$ cat src/hdl/rcpa_defines.svh
`ifndef RCPA_DEFINES_SVH
`define RCPA_DEFINES_SVH
`define RCPA_ADDR_TIMECODE   9'h104
`define RCPA_ADDR_IDENT      9'h105
`define RCPA_ADDR_GENERAL    9'h106
`define RCPA_ADDR_KEY        9'h109
`define RCPA_KEY_RESET       8'h20
`define RCPA_KEY_MSB         7
`define RCPA_RST2OP_NS       20
`define RCPA_CLK_NS          20
`define RCPA_RST2OP_CYC      ((`RCPA_RST2OP_NS) / (`RCPA_CLK_NS))
`define RCPA_LOCK_US         20
`define RCPA_LOCK_CYC        ((`RCPA_LOCK_US * 1000) / (`RCPA_CLK_NS))
`define RCPA_ST_OK           2'h0
`define RCPA_ST_NACK         2'h1
`define RCPA_ST_RDONLY       2'h2
`define RCPA_ST_KEYBAD       2'h3
`endif

$ cat src/hdl/rcpa_pkg.sv
package rcpa_pkg;
  typedef logic [1:0] rcpa_status_t;
  typedef enum logic [1:0] {RCPA_REG_NONE, RCPA_REG_RW, RCPA_REG_RO} rcpa_kind_e;
endpackage : rcpa_pkg

$ cat src/hdl/rcpa_config_port.sv
`timescale 1ns/1ps
`default_nettype none
`include "rcpa_defines.svh"
module rcpa_config_port #(
  parameter int unsigned LOCK_CYCLES = `RCPA_LOCK_CYC
) (
  input  wire logic                clk_i,
  input  wire logic                reset_n_i,
  input  wire logic                cmd_valid_i,
  input  wire logic                cmd_empty_i,
  input  wire logic                cmd_write_i,
  input  wire logic [8:0]          cmd_addr_i,
  input  wire logic [31:0]         cmd_wdata_i,
  input  wire logic                cmd_key_req_i,
  input  wire logic [7:0]          cmd_key_i,
  input  wire logic [7:0]          time_code_i,
  input  wire logic [31:0]         ident_i,
  output logic                     ready_o,
  output logic                     reply_valid_o,
  output rcpa_pkg::rcpa_status_t   reply_status_o,
  output logic [31:0]              reply_rdata_o,
  output logic [`RCPA_KEY_MSB:0]   security_match_key_o,
  output logic                     tx_lock_o
);
  logic [7:0]  key_q, key_d;
  logic [31:0] gp_q, gp_d;
  logic        rv_q, rv_d;
  logic [1:0]  rs_q, rs_d;
  logic [31:0] rd_q, rd_d;
  logic [15:0] lock_q, lock_d;
  rcpa_pkg::rcpa_kind_e kind;

  function automatic rcpa_pkg::rcpa_kind_e rcpa_decode(input logic [8:0] a);
    unique case (a)
      `RCPA_ADDR_KEY, `RCPA_ADDR_GENERAL:   rcpa_decode = rcpa_pkg::RCPA_REG_RW;
      `RCPA_ADDR_TIMECODE, `RCPA_ADDR_IDENT: rcpa_decode = rcpa_pkg::RCPA_REG_RO;
      default:                              rcpa_decode = rcpa_pkg::RCPA_REG_NONE;
    endcase
  endfunction : rcpa_decode

  // Synchronous reset with no settling states: ready_o is tied high, even while reset is held
  assign ready_o = 1'b1;
  assign kind    = rcpa_decode(cmd_addr_i);

  always_comb begin
    key_d  = key_q;
    gp_d   = gp_q;
    rv_d   = 1'b0;
    rs_d   = `RCPA_ST_OK;
    rd_d   = rd_q;
    lock_d = (lock_q < LOCK_CYCLES[15:0]) ? lock_q + 16'h0001 : lock_q;
    if (cmd_valid_i && !cmd_empty_i) begin
      rv_d = 1'b1;
      rd_d = 32'h0000_0000;
      if (cmd_key_req_i && cmd_key_i != key_q) begin
        rs_d = `RCPA_ST_KEYBAD;
      end else if (kind == rcpa_pkg::RCPA_REG_NONE) begin
        rs_d = `RCPA_ST_NACK;
      end else if (cmd_write_i && kind == rcpa_pkg::RCPA_REG_RO) begin
        rs_d = `RCPA_ST_RDONLY;
      end else if (cmd_write_i) begin
        if (cmd_addr_i == `RCPA_ADDR_KEY) key_d = cmd_wdata_i[7:0];
        else gp_d = cmd_wdata_i;
      end else begin
        unique case (cmd_addr_i)
          `RCPA_ADDR_KEY:      rd_d = {24'h00_0000, key_q};
          `RCPA_ADDR_GENERAL:  rd_d = gp_q;
          `RCPA_ADDR_TIMECODE: rd_d = {24'h00_0000, time_code_i};
          default:             rd_d = {8'h00, ident_i[23:0]};
        endcase
      end
    end
  end

  always_ff @(posedge clk_i) begin
    if (!reset_n_i) begin
      key_q  <= `RCPA_KEY_RESET;
      gp_q   <= 32'h0000_0000;
      rv_q   <= 1'b0;
      rs_q   <= `RCPA_ST_OK;
      rd_q   <= 32'h0000_0000;
      lock_q <= 16'h0000;
    end else begin
      key_q  <= key_d;
      gp_q   <= gp_d;
      rv_q   <= rv_d;
      rs_q   <= rs_d;
      rd_q   <= rd_d;
      lock_q <= lock_d;
    end
  end

  assign reply_valid_o        = rv_q;
  assign reply_status_o       = rs_q;
  assign reply_rdata_o        = rd_q;
  assign security_match_key_o = key_q;
  assign tx_lock_o            = (lock_q >= LOCK_CYCLES[15:0]);

  // Cycle count kept apart from lock_q, so the lock check does not grade itself
  logic [15:0] chk_cnt_q, chk_cnt_d;

  always_comb begin
    chk_cnt_d = chk_cnt_q;
    if (chk_cnt_q != 16'hffff) begin
      chk_cnt_d = chk_cnt_q + 16'h0001;
    end
  end

  always_ff @(posedge clk_i) begin
    if (!reset_n_i) begin
      chk_cnt_q <= 16'h0000;
    end else begin
      chk_cnt_q <= chk_cnt_d;
    end
  end

  a_key_reset: assert property (
    @(posedge clk_i)
    !reset_n_i |=> key_q == `RCPA_KEY_RESET)
    else $error("Key not reset");

  a_key_rdzero: assert property (
    @(posedge clk_i) disable iff (!reset_n_i)
    rv_q && rs_q == `RCPA_ST_OK && $past(cmd_addr_i) == `RCPA_ADDR_KEY
    |-> rd_q[31:8] == 24'h00_0000)
    else $error("Key upper bits not zero");

  a_nack_reply: assert property (
    @(posedge clk_i) disable iff (!reset_n_i)
    cmd_valid_i && !cmd_empty_i && !cmd_key_req_i
    && kind == rcpa_pkg::RCPA_REG_NONE
    |=> rv_q && rs_q == `RCPA_ST_NACK && $stable(key_q) && $stable(gp_q))
    else $error("Unknown address not refused");

  // A refused command must not leak stale read data into its reply
  a_err_nodata: assert property (
    @(posedge clk_i) disable iff (!reset_n_i)
    rv_q && rs_q != `RCPA_ST_OK |-> rd_q == 32'h0000_0000)
    else $error("Data on refused reply");

  a_empty_drop: assert property (
    @(posedge clk_i) disable iff (!reset_n_i)
    !(cmd_valid_i && !cmd_empty_i) |=> !rv_q)
    else $error("Reply without command");

  a_cmd_reply: assert property (
    @(posedge clk_i) disable iff (!reset_n_i)
    cmd_valid_i && !cmd_empty_i |=> rv_q)
    else $error("Command without reply");

  a_ro_write: assert property (
    @(posedge clk_i) disable iff (!reset_n_i)
    cmd_valid_i && !cmd_empty_i && cmd_write_i && !cmd_key_req_i
    && kind == rcpa_pkg::RCPA_REG_RO
    |=> rs_q == `RCPA_ST_RDONLY)
    else $error("Read-only write not flagged");

  a_ro_keep: assert property (
    @(posedge clk_i) disable iff (!reset_n_i)
    cmd_valid_i && !cmd_empty_i && cmd_write_i
    && kind == rcpa_pkg::RCPA_REG_RO
    |=> $stable(key_q) && $stable(gp_q))
    else $error("Read-only write changed state");

  a_ready_reset: assert property (
    @(posedge clk_i)
    $rose(reset_n_i) |-> ready_o)
    else $error("Not ready after reset");

  a_key_bad: assert property (
    @(posedge clk_i) disable iff (!reset_n_i)
    cmd_valid_i && !cmd_empty_i && cmd_key_req_i && cmd_key_i != key_q
    |=> rs_q == `RCPA_ST_KEYBAD && $stable(key_q) && $stable(gp_q))
    else $error("Key mismatch accepted");

  a_key_write: assert property (
    @(posedge clk_i) disable iff (!reset_n_i)
    cmd_valid_i && !cmd_empty_i && cmd_write_i && !cmd_key_req_i
    && cmd_addr_i == `RCPA_ADDR_KEY
    |=> key_q == $past(cmd_wdata_i[7:0]))
    else $error("Key write lost");

  // Lock follows the independent count, so it can be neither early nor late
  a_lock_early: assert property (
    @(posedge clk_i) disable iff (!reset_n_i)
    tx_lock_o == (chk_cnt_q >= LOCK_CYCLES[15:0]))
    else $error("Lock at wrong time");

  c_read_ok: cover property (
    @(posedge clk_i) rv_q && rs_q == `RCPA_ST_OK);

  c_nack: cover property (
    @(posedge clk_i) rv_q && rs_q == `RCPA_ST_NACK);

  c_ro_write: cover property (
    @(posedge clk_i) rv_q && rs_q == `RCPA_ST_RDONLY);

  c_key_bad: cover property (
    @(posedge clk_i) rv_q && rs_q == `RCPA_ST_KEYBAD);

  c_locked: cover property (
    @(posedge clk_i) $rose(tx_lock_o));

endmodule : rcpa_config_port
`default_nettype wire

$ cat config.mk
export PLATFORM = sky130hd
export DESIGN_NAME = rcpa_config_port
export DESIGN_NICKNAME = d
export VERILOG_FILES = /design/src/hdl/rcpa_pkg.sv /design/src/hdl/rcpa_config_port.sv
export VERILOG_INCLUDE_DIRS = /design/src /design/src/hdl
export SDC_FILE = /design/constraint.sdc
export NUM_CORES = 1
export LEC_CHECK = 0
export ABC_AREA = 0
export BUFFER_PORTS_ARGS = -buffer_cell sky130_fd_sc_hd__buf_2
export CAP_MARGIN = 40
export CORE_ASPECT_RATIO = 2
export CORE_UTILIZATION = 54
export CTS_CLUSTER_DIAMETER = 80
export DETAILED_ROUTE_END_ITERATION = 10
export PLACE_DENSITY = 0.95
export SLEW_MARGIN = 10
export SYNTH_ARGS = -nofsm -noshare
export SYNTH_HDL_FRONTEND = slang
export SYNTH_SLANG_ARGS = --single-unit
$ cat constraint.sdc
create_clock -name clk_i -period 2.8 [get_ports clk_i]
set_input_delay 0.42 -clock clk_i [delete_from_list [all_inputs] [get_ports clk_i]]
set_output_delay 0.42 -clock clk_i [all_outputs]
set_load 0.02 [all_outputs]
==> metrics.txt, run 1 <==
initial antenna violation count 0; Rows 44; post-route worst setup slack 0.626 ns; overall routed net length 9860 µm; largest family of logic cells by synthesized area simple AND/OR/NAND/NOR gates; reg2reg end reply_rdata_o[6]; status finished clean; Gate Count Post-Synth 447; post-synthesis mux area share 12.6%; Leak 2.11 nW; pwr dens 522 mW/mm²; ys async rst share 0%; postcts setup bufs 0; critical path arrival 2.43 ns; Critical Path End reply_rdata_o[6]; critical path's slowest cell or4b_4; synthesized flop and latch total 91; core area 0.00727 mm²; die area 0.00786 mm²; Max VDD drop 411 µV; effective utilization at floorplan 55.7%; crit path capture type register; commonest register cell after synthesis dfxtp_1; Synth Area in XOR/XNOR 2.60%; DR DRC count 0; Final Util 68.5%; Area growth syn-to-layout 23.0%; clock skew after layout 0.00643 ns; first-pass GRT wire length 16300 µm; Slew @ Worst Pin 0.653 ns; min cycle time layout 2.17 ns; Setup violations, final 0; Yosys warning count 0; Min-Delay Path Depth 3; hold_ws 0.327 ns; Compound-Gate Fraction of Synth Area 12.6%; Placer Congestion 0.810; CP peak stage delay 0.64 ns; Critical Path, Cell by Cell xnor2_1, nand4_1, o21ai_1, buf_4, or4b_4, o21ai_0; CP Launch Type register; fin. max-slew vios 0; Die Y 124 µm; vias in the first global route 3773; final worst-path cycle share 77.6%; Max-Cap Viols 0; RSZ-0062 raised after global routing no; # resized after CTS 0; Via density 5.55; Post-synth EDFFs 0; register-to-register setup slack 0.63 ns; Bufs on Longest Clock Path 2; CTS H-tree lvls 3; gr usage total 26.3%; Crit Path Class register to register; Syn Area/Cell 9.05 µm²; CP required 3.06 ns; setup_tns 0 ns; First-pass DRT Iterations 5; mapped cell area 0.00405 mm²; die width 63.2 µm; Setup WS pre-CTS 0.455 ns; Initial DRC Count 113; GRT Residual Overflow 0; CTS buffer count 9; Reg2Reg Depth 6; TritonCTS Sinks 91; area share of fa/ha/maj cells after synthesis 0.618%; Antenna Nets Post-Route 0; Max FO, Critical Path 24; I/O pin count 140; synthesized net count 544; layout cell share with drive strength beyond 1 28.8%; via count 3676; WL/cell 14.9 µm; Crit. Startpoint security_match_key_o[4]; post-synth cell types 43; simple logic cell fraction of the synthesized area 21.2%; reg-to-reg critical path startpoint security_match_key_o[4]; hpwl dp 7260 µm; Final #Nets 662; largest net degree at the start of global routing 73; maximum clock rate 0.460 GHz; CTS tree built; number of diodes 0; port bufs 130; Worst-Skew Late Latency 0.34 ns; Clk Tree Root Cell clkbuf_16; Clock Pin Slew Worst Setup and Hold Paths 0.06 ns; final count of hold timing violations 0; hold buffer count at CTS 0; Seq/Total Area, Yosys 45.0%; HP Class input pin to register; slew margin rel. 56.5%
through the flow:
step	instances	area (µm²)	power, mW
global placement	646	4710	1.51
floorplan	447	4050	1.43
CTS	662	4980	2.61
finish	662	4980	2.60
detailed placement	646	4710	1.52
global route	662	4980	2.69
power breakdown:
group	switching, mW	total [mW]	internal [mW]
clock network	0.484	1.11	0.625
registers	0.00434	1.30	1.30
logic	0.0992	0.187	0.0876
total	0.588	2.60	2.01
cells by family after synthesis:
family                     after synthesis
AOI/OAI and AO/OA                       77
xor gates and xnor gates                12
adders and majority gates                2
buffers and inverters                   38
DFF                                     91
muxes                                   51
other                                    1
and+or+nand+nor                        175
final cells by class:
class,instances,area [µm²]
Fill cell,583,2290
Multi-Input combinational cell,318,2020
Sequential cell,91,1820
Timing Repair Buffer,139,731
Clock buffer,12,246
Tap cell,92,115
Clock inverter,4,26.3
Inverter,6,22.5
sequential cells by signal, indices dropped and copies added (netlist names):
signal and cells:
lock_q 16, reply_rdata_o 32, security_match_key_o 8, reply_valid_o 1
gp_q 32, reply_status_o 2
how the worst min path moves through the flow:
stage	start	to	slack, ns
after floorplan	gp_q[30]	reply_rdata_o[30]	0.43
after global placement	reply_rdata_o[30]	reply_rdata_o[30]	0.43
after detailed placement	reply_rdata_o[17]	reply_rdata_o[17]	0.44
after CTS	cmd_wdata_i[20]	gp_q[20]	0.32
after global routing	cmd_wdata_i[8]	gp_q[8]	0.33
final	cmd_wdata_i[20]	gp_q[20]	0.33
cells in the mapped netlist, types with 7 or more instances:
| library cell | instances | area, µm² |
|---|---|---|
| a22oi_1 | 24 | 180 |
| o21ai_1 | 22 | 110 |
| and2_1 | 13 | 81.3 |
| a21boi_0 | 7 | 52.6 |
| nand2_1 | 112 | 420 |
| nor2_1 | 7 | 26.3 |
| dfxtp_1 | 91 | 1820 |
| mux2i_1 | 51 | 510 |
| o2bb2ai_1 | 8 | 70.1 |
| buf_6 | 7 | 78.8 |
| nand4_1 | 12 | 75.1 |
| xnor2_1 | 12 | 105 |
| clkbuf_1 | 17 | 63.8 |
critical path: cells and delay by family, from the launching register on:
kind,cells,cell delay [ns]
and+or+nand+nor,2,0.78
AOI/OAI and AO/OA,2,0.49
DFF,1,0.34
xor gates and xnor gates,1,0.24
buffers and inverters,1,0.23
cell usage in the layout (no fill, tap or decap), types with 3 or more instances in the layout:
cell type / instances
clkbuf_16: 9
o2bb2ai_1: 8
buf_2: 130
a21boi_0: 7
a22oi_1: 24
nand2b_1: 3
o21ai_1: 22
nor2b_1: 4
inv_1: 6
dfxtp_1: 91
o211ai_1: 3
buf_4: 8
nand4_1: 12
a21oi_1: 3
and3_1: 3
xnor2_1: 12
and2_1: 13
nand2_1: 112
o21ai_0: 6
nor2_1: 7
mux2i_1: 51
routing by layer:
layer,track usage [%],vias up,share of wire [%]
li1,-,1765,-
met1,24.5,1728,35
met2,48.3,144,54
met3,6.87,39,5.7
met4,17.5,0,4.9
met5,0,-,0
Power figures use the tool's default switching activity.
==> inputs of run 2 (changes only) <==
--- a/config.mk
+++ b/config.mk
@@ -10,10 +10,10 @@
 export BUFFER_PORTS_ARGS = -buffer_cell sky130_fd_sc_hd__buf_2
 export CAP_MARGIN = 40
 export CORE_ASPECT_RATIO = 2
-export CORE_UTILIZATION = 54
+export CORE_UTILIZATION = 45
 export CTS_CLUSTER_DIAMETER = 80
 export DETAILED_ROUTE_END_ITERATION = 10
-export PLACE_DENSITY = 0.95
+export PLACE_DENSITY = 0.86
 export SLEW_MARGIN = 10
 export SYNTH_ARGS = -nofsm -noshare
 export SYNTH_HDL_FRONTEND = slang
==> constraint.sdc (replaced) <==
create_clock -name clk_i -period 1.8 [get_ports clk_i]
set_input_delay 0.27 -clock clk_i [delete_from_list [all_inputs] [get_ports clk_i]]
set_output_delay 0.27 -clock clk_i [all_outputs]
set_load 0.02 [all_outputs]
==> run 2 against run 1 <==
- clock skew grew 0.0010 ns
- design area rose by 6.7%
- total power up 59%
- worst setup slack got worse by 0.61 ns
- sequential cell count stayed put
- critical path depth down 1
- die area grew 19%
- global-route usage is 3.4 points lower
- combinational power grew 70%
- via count rose by 1.8%
- first-iteration DRC count is 110% higher
- utilization shrank 7.1 points
==> metrics.txt, run 2 (same netlist as run 1, synthesis figures left out) <==
status finished clean; CTS tree built; final count of hold timing violations 0 (unchanged); pwr dens 779 mW/mm² (+49%); min cycle time layout 1.79 ns (-0.386 ns); CP required 2.07 ns (-0.99 ns); Final #Nets 685 (+3.5%); Clock Pin Slew Worst Setup and Hold Paths 0.07 ns (about the same); setup_tns 0 ns (unchanged); WL/cell 15.9 µm (+6.6%); Bufs and invs on worst path 0 (-1); initial antenna violation count 0 (unchanged); fin. max-slew vios 0 (unchanged); HP Class input pin to register; largest net degree at the start of global routing 100 (+37%); number of diodes 0 (unchanged); overall routed net length 11000 µm (+12%); most frequent cells in the layout buf_2, nand2_1, dfxtp_1; die width 69.1 µm (+9.2%); Placer Congestion 0.915 (+13%); gr usage total 22.9% (-3.4 points); Antenna Nets Post-Route 0 (unchanged); filler instances 731 (+25%); Reg2Reg Depth 5 (-1); Area growth syn-to-layout 31.2%; GRT Residual Overflow 0 (unchanged); effective utilization at floorplan 46.8% (-8.9 points); crit path capture type register; Initial DRC Count 234 (+110%); Setup violations, final 0 (unchanged); port bufs 130 (unchanged); CTS H-tree lvls 3 (unchanged); Critical Path, Cell by Cell and3_1, and3_4, or4_4, or3_1, a21boi_1; clock skew after layout 0.00743 ns (+0.00101 ns); Max VDD drop 549 µV (+33%); final worst-path cycle share 99.3% (+22 points); I/O pin count 140 (unchanged); Bufs on Longest Clock Path 2 (unchanged); Min-Delay Path Depth 3 (unchanged); Rows 48 (+9.1%); First-pass DRT Iterations 5 (unchanged); DR DRC count 0 (unchanged); layout cell share with drive strength beyond 1 35.2% (+6.5 points); largest delay contributor family on the critical path simple AND/OR/NAND/NOR gates; hold_ws 0.167 ns (-0.160 ns); first-pass GRT wire length 17100 µm (+5.4%); CTS buffer count 9 (unchanged); hpwl dp 7860 µm (+8.2%); Leak 2.28 nW (+7.9%); Max FO, Critical Path 5 (-79%); vias in the first global route 3692 (-2.1%); RSZ-0062 raised after global routing yes; Hold Path Sink gp_q[20]; core area 0.00865 mm² (+19%); commonest non-fill, non-tap cell in the layout buf_2; die area 0.00940 mm² (+19%); register-to-register setup slack 0.01 ns (-0.61 ns); Clk Tree Root Cell clkbuf_16; critical path arrival 2.06 ns (-0.37 ns); Worst-Skew Late Latency 0.34 ns (about the same); CP peak stage delay 0.52 ns (-0.12 ns); CP Depth 5 (-1); reg-to-reg critical path startpoint lock_q[7]; Crit Path Class register to register; via count 3743 (+1.8%); Die Y 136 µm (+9.4%); Max-Cap Viols 0 (unchanged); worst hold start cmd_wdata_i[20]; critical path's slowest cell or4_4; CP Launch Type register; TritonCTS Sinks 91 (unchanged); reg2reg end lock_q[8]; maximum clock rate 0.559 GHz (+22%); Via density 5.40 (-2.7%)
[run 2: cell types whose count changed in the layout (fill, tap and decap cells not counted), moves of 3 or more]
cell / previous run / this run
dfxtp_2: 0 / 6
or4b_4: 1 / 4
o21ai_0: 6 / 2
o21ai_2: 0 / 8
dfxtp_1: 91 / 85
buf_4: 8 / 21
o21ai_1: 22 / 18
buf_6: 0 / 4
[run 2: power by group]
group | total (mW) | leakage, nW | internal (mW) | switching, mW
Clock | 1.79 | 0.136 | 0.959 | 0.833
Combinational | 0.318 | 1.40 | 0.154 | 0.164
Sequential | 2.03 | 0.737 | 2.02 | 0.00701
Total | 4.14 | 2.28 | 3.13 | 1.00
[run 2: worst register-to-register path, cell delays in order (launching register included)]
cell and delay (ns):
dfxtp_2 0.33, and3_1 0.19, and3_4 0.18, or4_4 0.52, or3_1 0.33, a21boi_1 0.16
[run 2: worst max path at each step]
stage / slack (ns) / start / to
after floorplan: 0.06 / security_match_key_o[5] / reply_rdata_o[5]
after global placement: -0.11 / cmd_key_i[0] / reply_rdata_o[9]
after detailed placement: -0.20 / cmd_key_i[0] / reply_rdata_o[6]
after CTS: 0.001 / lock_q[6] / tx_lock_o
after global routing: -0.04 / lock_q[1] / lock_q[8]
final: 0.01 / lock_q[7] / lock_q[8]
[run 2: routing by layer]
layer	global-route usage [%]	wire, µm	vias to the layer above
met1	24.0	4190	1760
met4	14.2	484	0
met2	41.3	5890	118
met3	4.82	441	38
li1	-	-	1827
met5	0	0	-
[run 2: metrics by stage]
stage                     instance area (µm²)  setup slack (ns)  power (mW)  utilization (%)  std cells
after floorplan                          4050            0.0647        2.23                -        447
after global placement                   4880            -0.111        2.37             56.4        672
after detailed placement                 4880            -0.198        2.38             56.4        672
after CTS                                5220           0.00137        4.17             60.3        690
after global routing                     5310           -0.0399        4.29             61.4        693
final                                    5310            0.0120        4.14             61.4        693
[run 2: area by class of cell]
class | count | area [µm²] | share of cell area, %
Clock inverter | 7 | 60.1 | 1.13
Clock buffer | 9 | 225 | 4.24
Tap cell | 100 | 125 | 2.36
Sequential cell | 91 | 1830 | 34.4
Inverter | 6 | 22.5 | 0.424
Multi-Input combinational cell | 321 | 2120 | 39.9
Timing Repair Buffer | 159 | 928 | 17.5
[run 2: what timing repair did]
action | in CTS | in global routing
setup buffers | 0 | 2
gates resized for setup | 11 | 24
cloned | 2 | 1
endpoints found under the setup margin | 59 | 52
pin swaps | 8 | 17
hold buffers | 0 | 0
==> inputs of run 3 (changes only) <==
--- a/config.mk
+++ b/config.mk
@@ -14,6 +14,7 @@
 export CTS_CLUSTER_DIAMETER = 80
 export DETAILED_ROUTE_END_ITERATION = 10
 export PLACE_DENSITY = 0.86
+export RECOVER_POWER = 50
 export SLEW_MARGIN = 10
 export SYNTH_ARGS = -nofsm -noshare
 export SYNTH_HDL_FRONTEND = slang
==> run 3 against run 2 <==
- maximum frequency rose by 0.22%
- global-route usage stayed put
- register-to-register slack barely moved
- largest cell class unchanged
- largest power group unchanged
==> metrics.txt, run 3 (same netlist as run 1, synthesis figures left out) <==
status finished clean; Placer Congestion 0.915 (unchanged); Pint 3.13 mW (about the same); Hold Path Sink gp_q[20]; overall routed net length 11100 µm (+0.72%); pwr dens 790 mW/mm² (+1.3%); Final #Nets 685 (unchanged); commonest non-fill, non-tap cell in the layout nand2_1; vias in the first global route 3692 (unchanged); critical path arrival 2.05 ns (about the same); net switching power 1.01 mW (+0.84%); Reg2Reg Depth 5 (unchanged); post-route worst setup slack 0.0159 ns (+0.00391 ns); number of diodes 0 (unchanged); Max FO, Critical Path 5 (unchanged); HP Class input pin to register; Clk pwr share 43.5% (+0.2 points); critical path's slowest cell or4_4; reg-to-reg critical path startpoint lock_q[7]; WL/cell 16.0 µm (+0.72%); layout cell share with drive strength beyond 1 27.7% (-7.6 points); DR DRC count 0 (unchanged); post-placement cell count 672 (unchanged); Setup violations, final 0 (unchanged); Clk Tree Root Cell clkbuf_16; CTS buffer count 9 (unchanged); GRT Residual Overflow 0 (unchanged); initial antenna violation count 0 (unchanged); design area 0.00525 mm² (-1.2%); CP Launch Type register; Rows 48 (unchanged); placed cell area 0.00488 mm² (unchanged); Area growth syn-to-layout 29.7%; fin. max-slew vios 0 (unchanged); Leak 2.08 nW (-8.8%); Worst-Skew Late Latency 0.35 ns (about the same); min cycle time layout 1.78 ns (-0.00391 ns); Bufs on Longest Clock Path 2 (unchanged); Die Y 136 µm (unchanged); Via density 5.43 (+0.61%); First-pass DRT Iterations 5 (unchanged); final std cells w/o fill 693 (unchanged); die area 0.00940 mm² (unchanged); CP required 2.07 ns (about the same); effective utilization at floorplan 46.8% (unchanged); Clock Pin Slew Worst Setup and Hold Paths 0.07 ns (about the same); core area 0.00865 mm² (unchanged); I/O pin count 140 (unchanged); final count of hold timing violations 0 (unchanged); maximum clock rate 0.561 GHz (+0.22%); final worst-path cycle share 99.1% (-0.22 points); first-pass GRT wire length 17100 µm (unchanged); Comb pwr share 7.6% (about the same); Setup WS pre-CTS -0.198 ns (unchanged); worst hold start cmd_wdata_i[20]; hold_ws 0.165 ns (-0.00179 ns); RSZ-0062 raised after global routing yes; CTS H-tree lvls 3 (unchanged); clock skew after layout 0.00898 ns (+0.00155 ns); filler instances 751 (+2.7%); Max VDD drop 548 µV (-0.11%); register-to-register setup slack 0.02 ns (about the same); CP peak stage delay 0.52 ns (about the same); Critical Path, Cell by Cell and3_1, and3_4, or4_4, or3_1, a21boi_1; Antenna Nets Post-Route 0 (unchanged); via count 3766 (+0.61%); largest net degree at the start of global routing 100 (unchanged); most frequent cells in the layout nand2_1, buf_2, dfxtp_1; Sw Ratio 24.4% (+0.17 points); Min-Delay Path Depth 3 (unchanged); die width 69.1 µm (unchanged); Reg power frac 48.9% (about the same); Max-Cap Viols 0 (unchanged); Initial DRC Count 238 (+1.7%); CTS tree built; Crit Path Class register to register; hpwl dp 7860 µm (unchanged); hold buffer count at CTS 0 (unchanged); crit path capture type register; gr usage total 22.9% (unchanged); TritonCTS Sinks 91 (unchanged); port bufs 130 (unchanged); reg2reg end lock_q[8]
## run 3: changes by cell type in the layout (fill, tap and decap cells not counted)
cell      before  now
buf_2        130   86
clkbuf_1       0   44
and2_0         0    6
and2_1        13    7
buf_4         21   20
clkbuf_4       0    1
nor2b_1        3    4
nor2b_4        2    1
## run 3: how the worst max path moves through the flow
stage,startpoint,cells after the start,to,slack [ns]
after floorplan,security_match_key_o[5],6,reply_rdata_o[5],0.06
final,lock_q[7],5,lock_q[8],0.02
after global placement,cmd_key_i[0],7,reply_rdata_o[9],-0.11
after CTS,lock_q[6],5,tx_lock_o,0.001
after detailed placement,cmd_key_i[0],7,reply_rdata_o[6],-0.20
after global routing,lock_q[1],5,lock_q[8],-0.04
## run 3: area by class of cell
| type | count | area (µm²) | share of cell area, % |
|---|---|---|---|
| inverters | 6 | 22.5 | 0.429 |
| multi-input cells | 321 | 2110 | 40.2 |
| clock buffers | 9 | 225 | 4.29 |
| flip-flops and latches | 91 | 1830 | 34.9 |
| repair buffers | 159 | 873 | 16.6 |
| well taps | 100 | 125 | 2.38 |
| clock inverters | 7 | 60.1 | 1.14 |
## run 3: power by group through the flow
stage          Sequential (mW)  Clock [mW]  Combinational (mW)
6_report                  2.03        1.80               0.316
4_1_cts                   2.03        1.83               0.309
2_1_floorplan             2.08           0               0.154
3_5_place_dp              2.07           0               0.303
3_3_place_gp              2.07           0               0.294
5_1_grt                   2.03        1.91               0.344
## run 3: what timing repair did
item / in CTS / in global routing
setup endpoints to repair: 59 / 52
resized for setup: 11 / 24
cloned: 2 / 1
buffers inserted: 0 / 2
pin swaps: 8 / 17
## run 3: worst max-delay path: cells and delay by family, from the launching register on
kind               cells  cell delay, ns
and+or+nand+nor        4            1.21
AOI/OAI and AO/OA      1            0.16
DFF                    1            0.33
## run 3: metal layers
| layer | up-vias | track usage [%] | part of all wire, % |
|---|---|---|---|
| li1 | 1829 | - | - |
| met1 | 1762 | 24.0 | 37 |
| met2 | 137 | 41.3 | 54 |
| met3 | 38 | 4.82 | 4.3 |
| met4 | 0 | 14.2 | 4.4 |
| met5 | - | 0 | 0 |
## run 3: stage by stage
stage          total power [mW]  utilization (%)  TNS, ns
3_5_place_dp               2.38             56.4    -7.54
2_1_floorplan              2.23                -        0
4_1_cts                    4.17             60.3        0
3_3_place_gp               2.37             56.4    -4.39
5_1_grt                    4.28             60.7   -0.180
6_report                   4.14             60.7        0
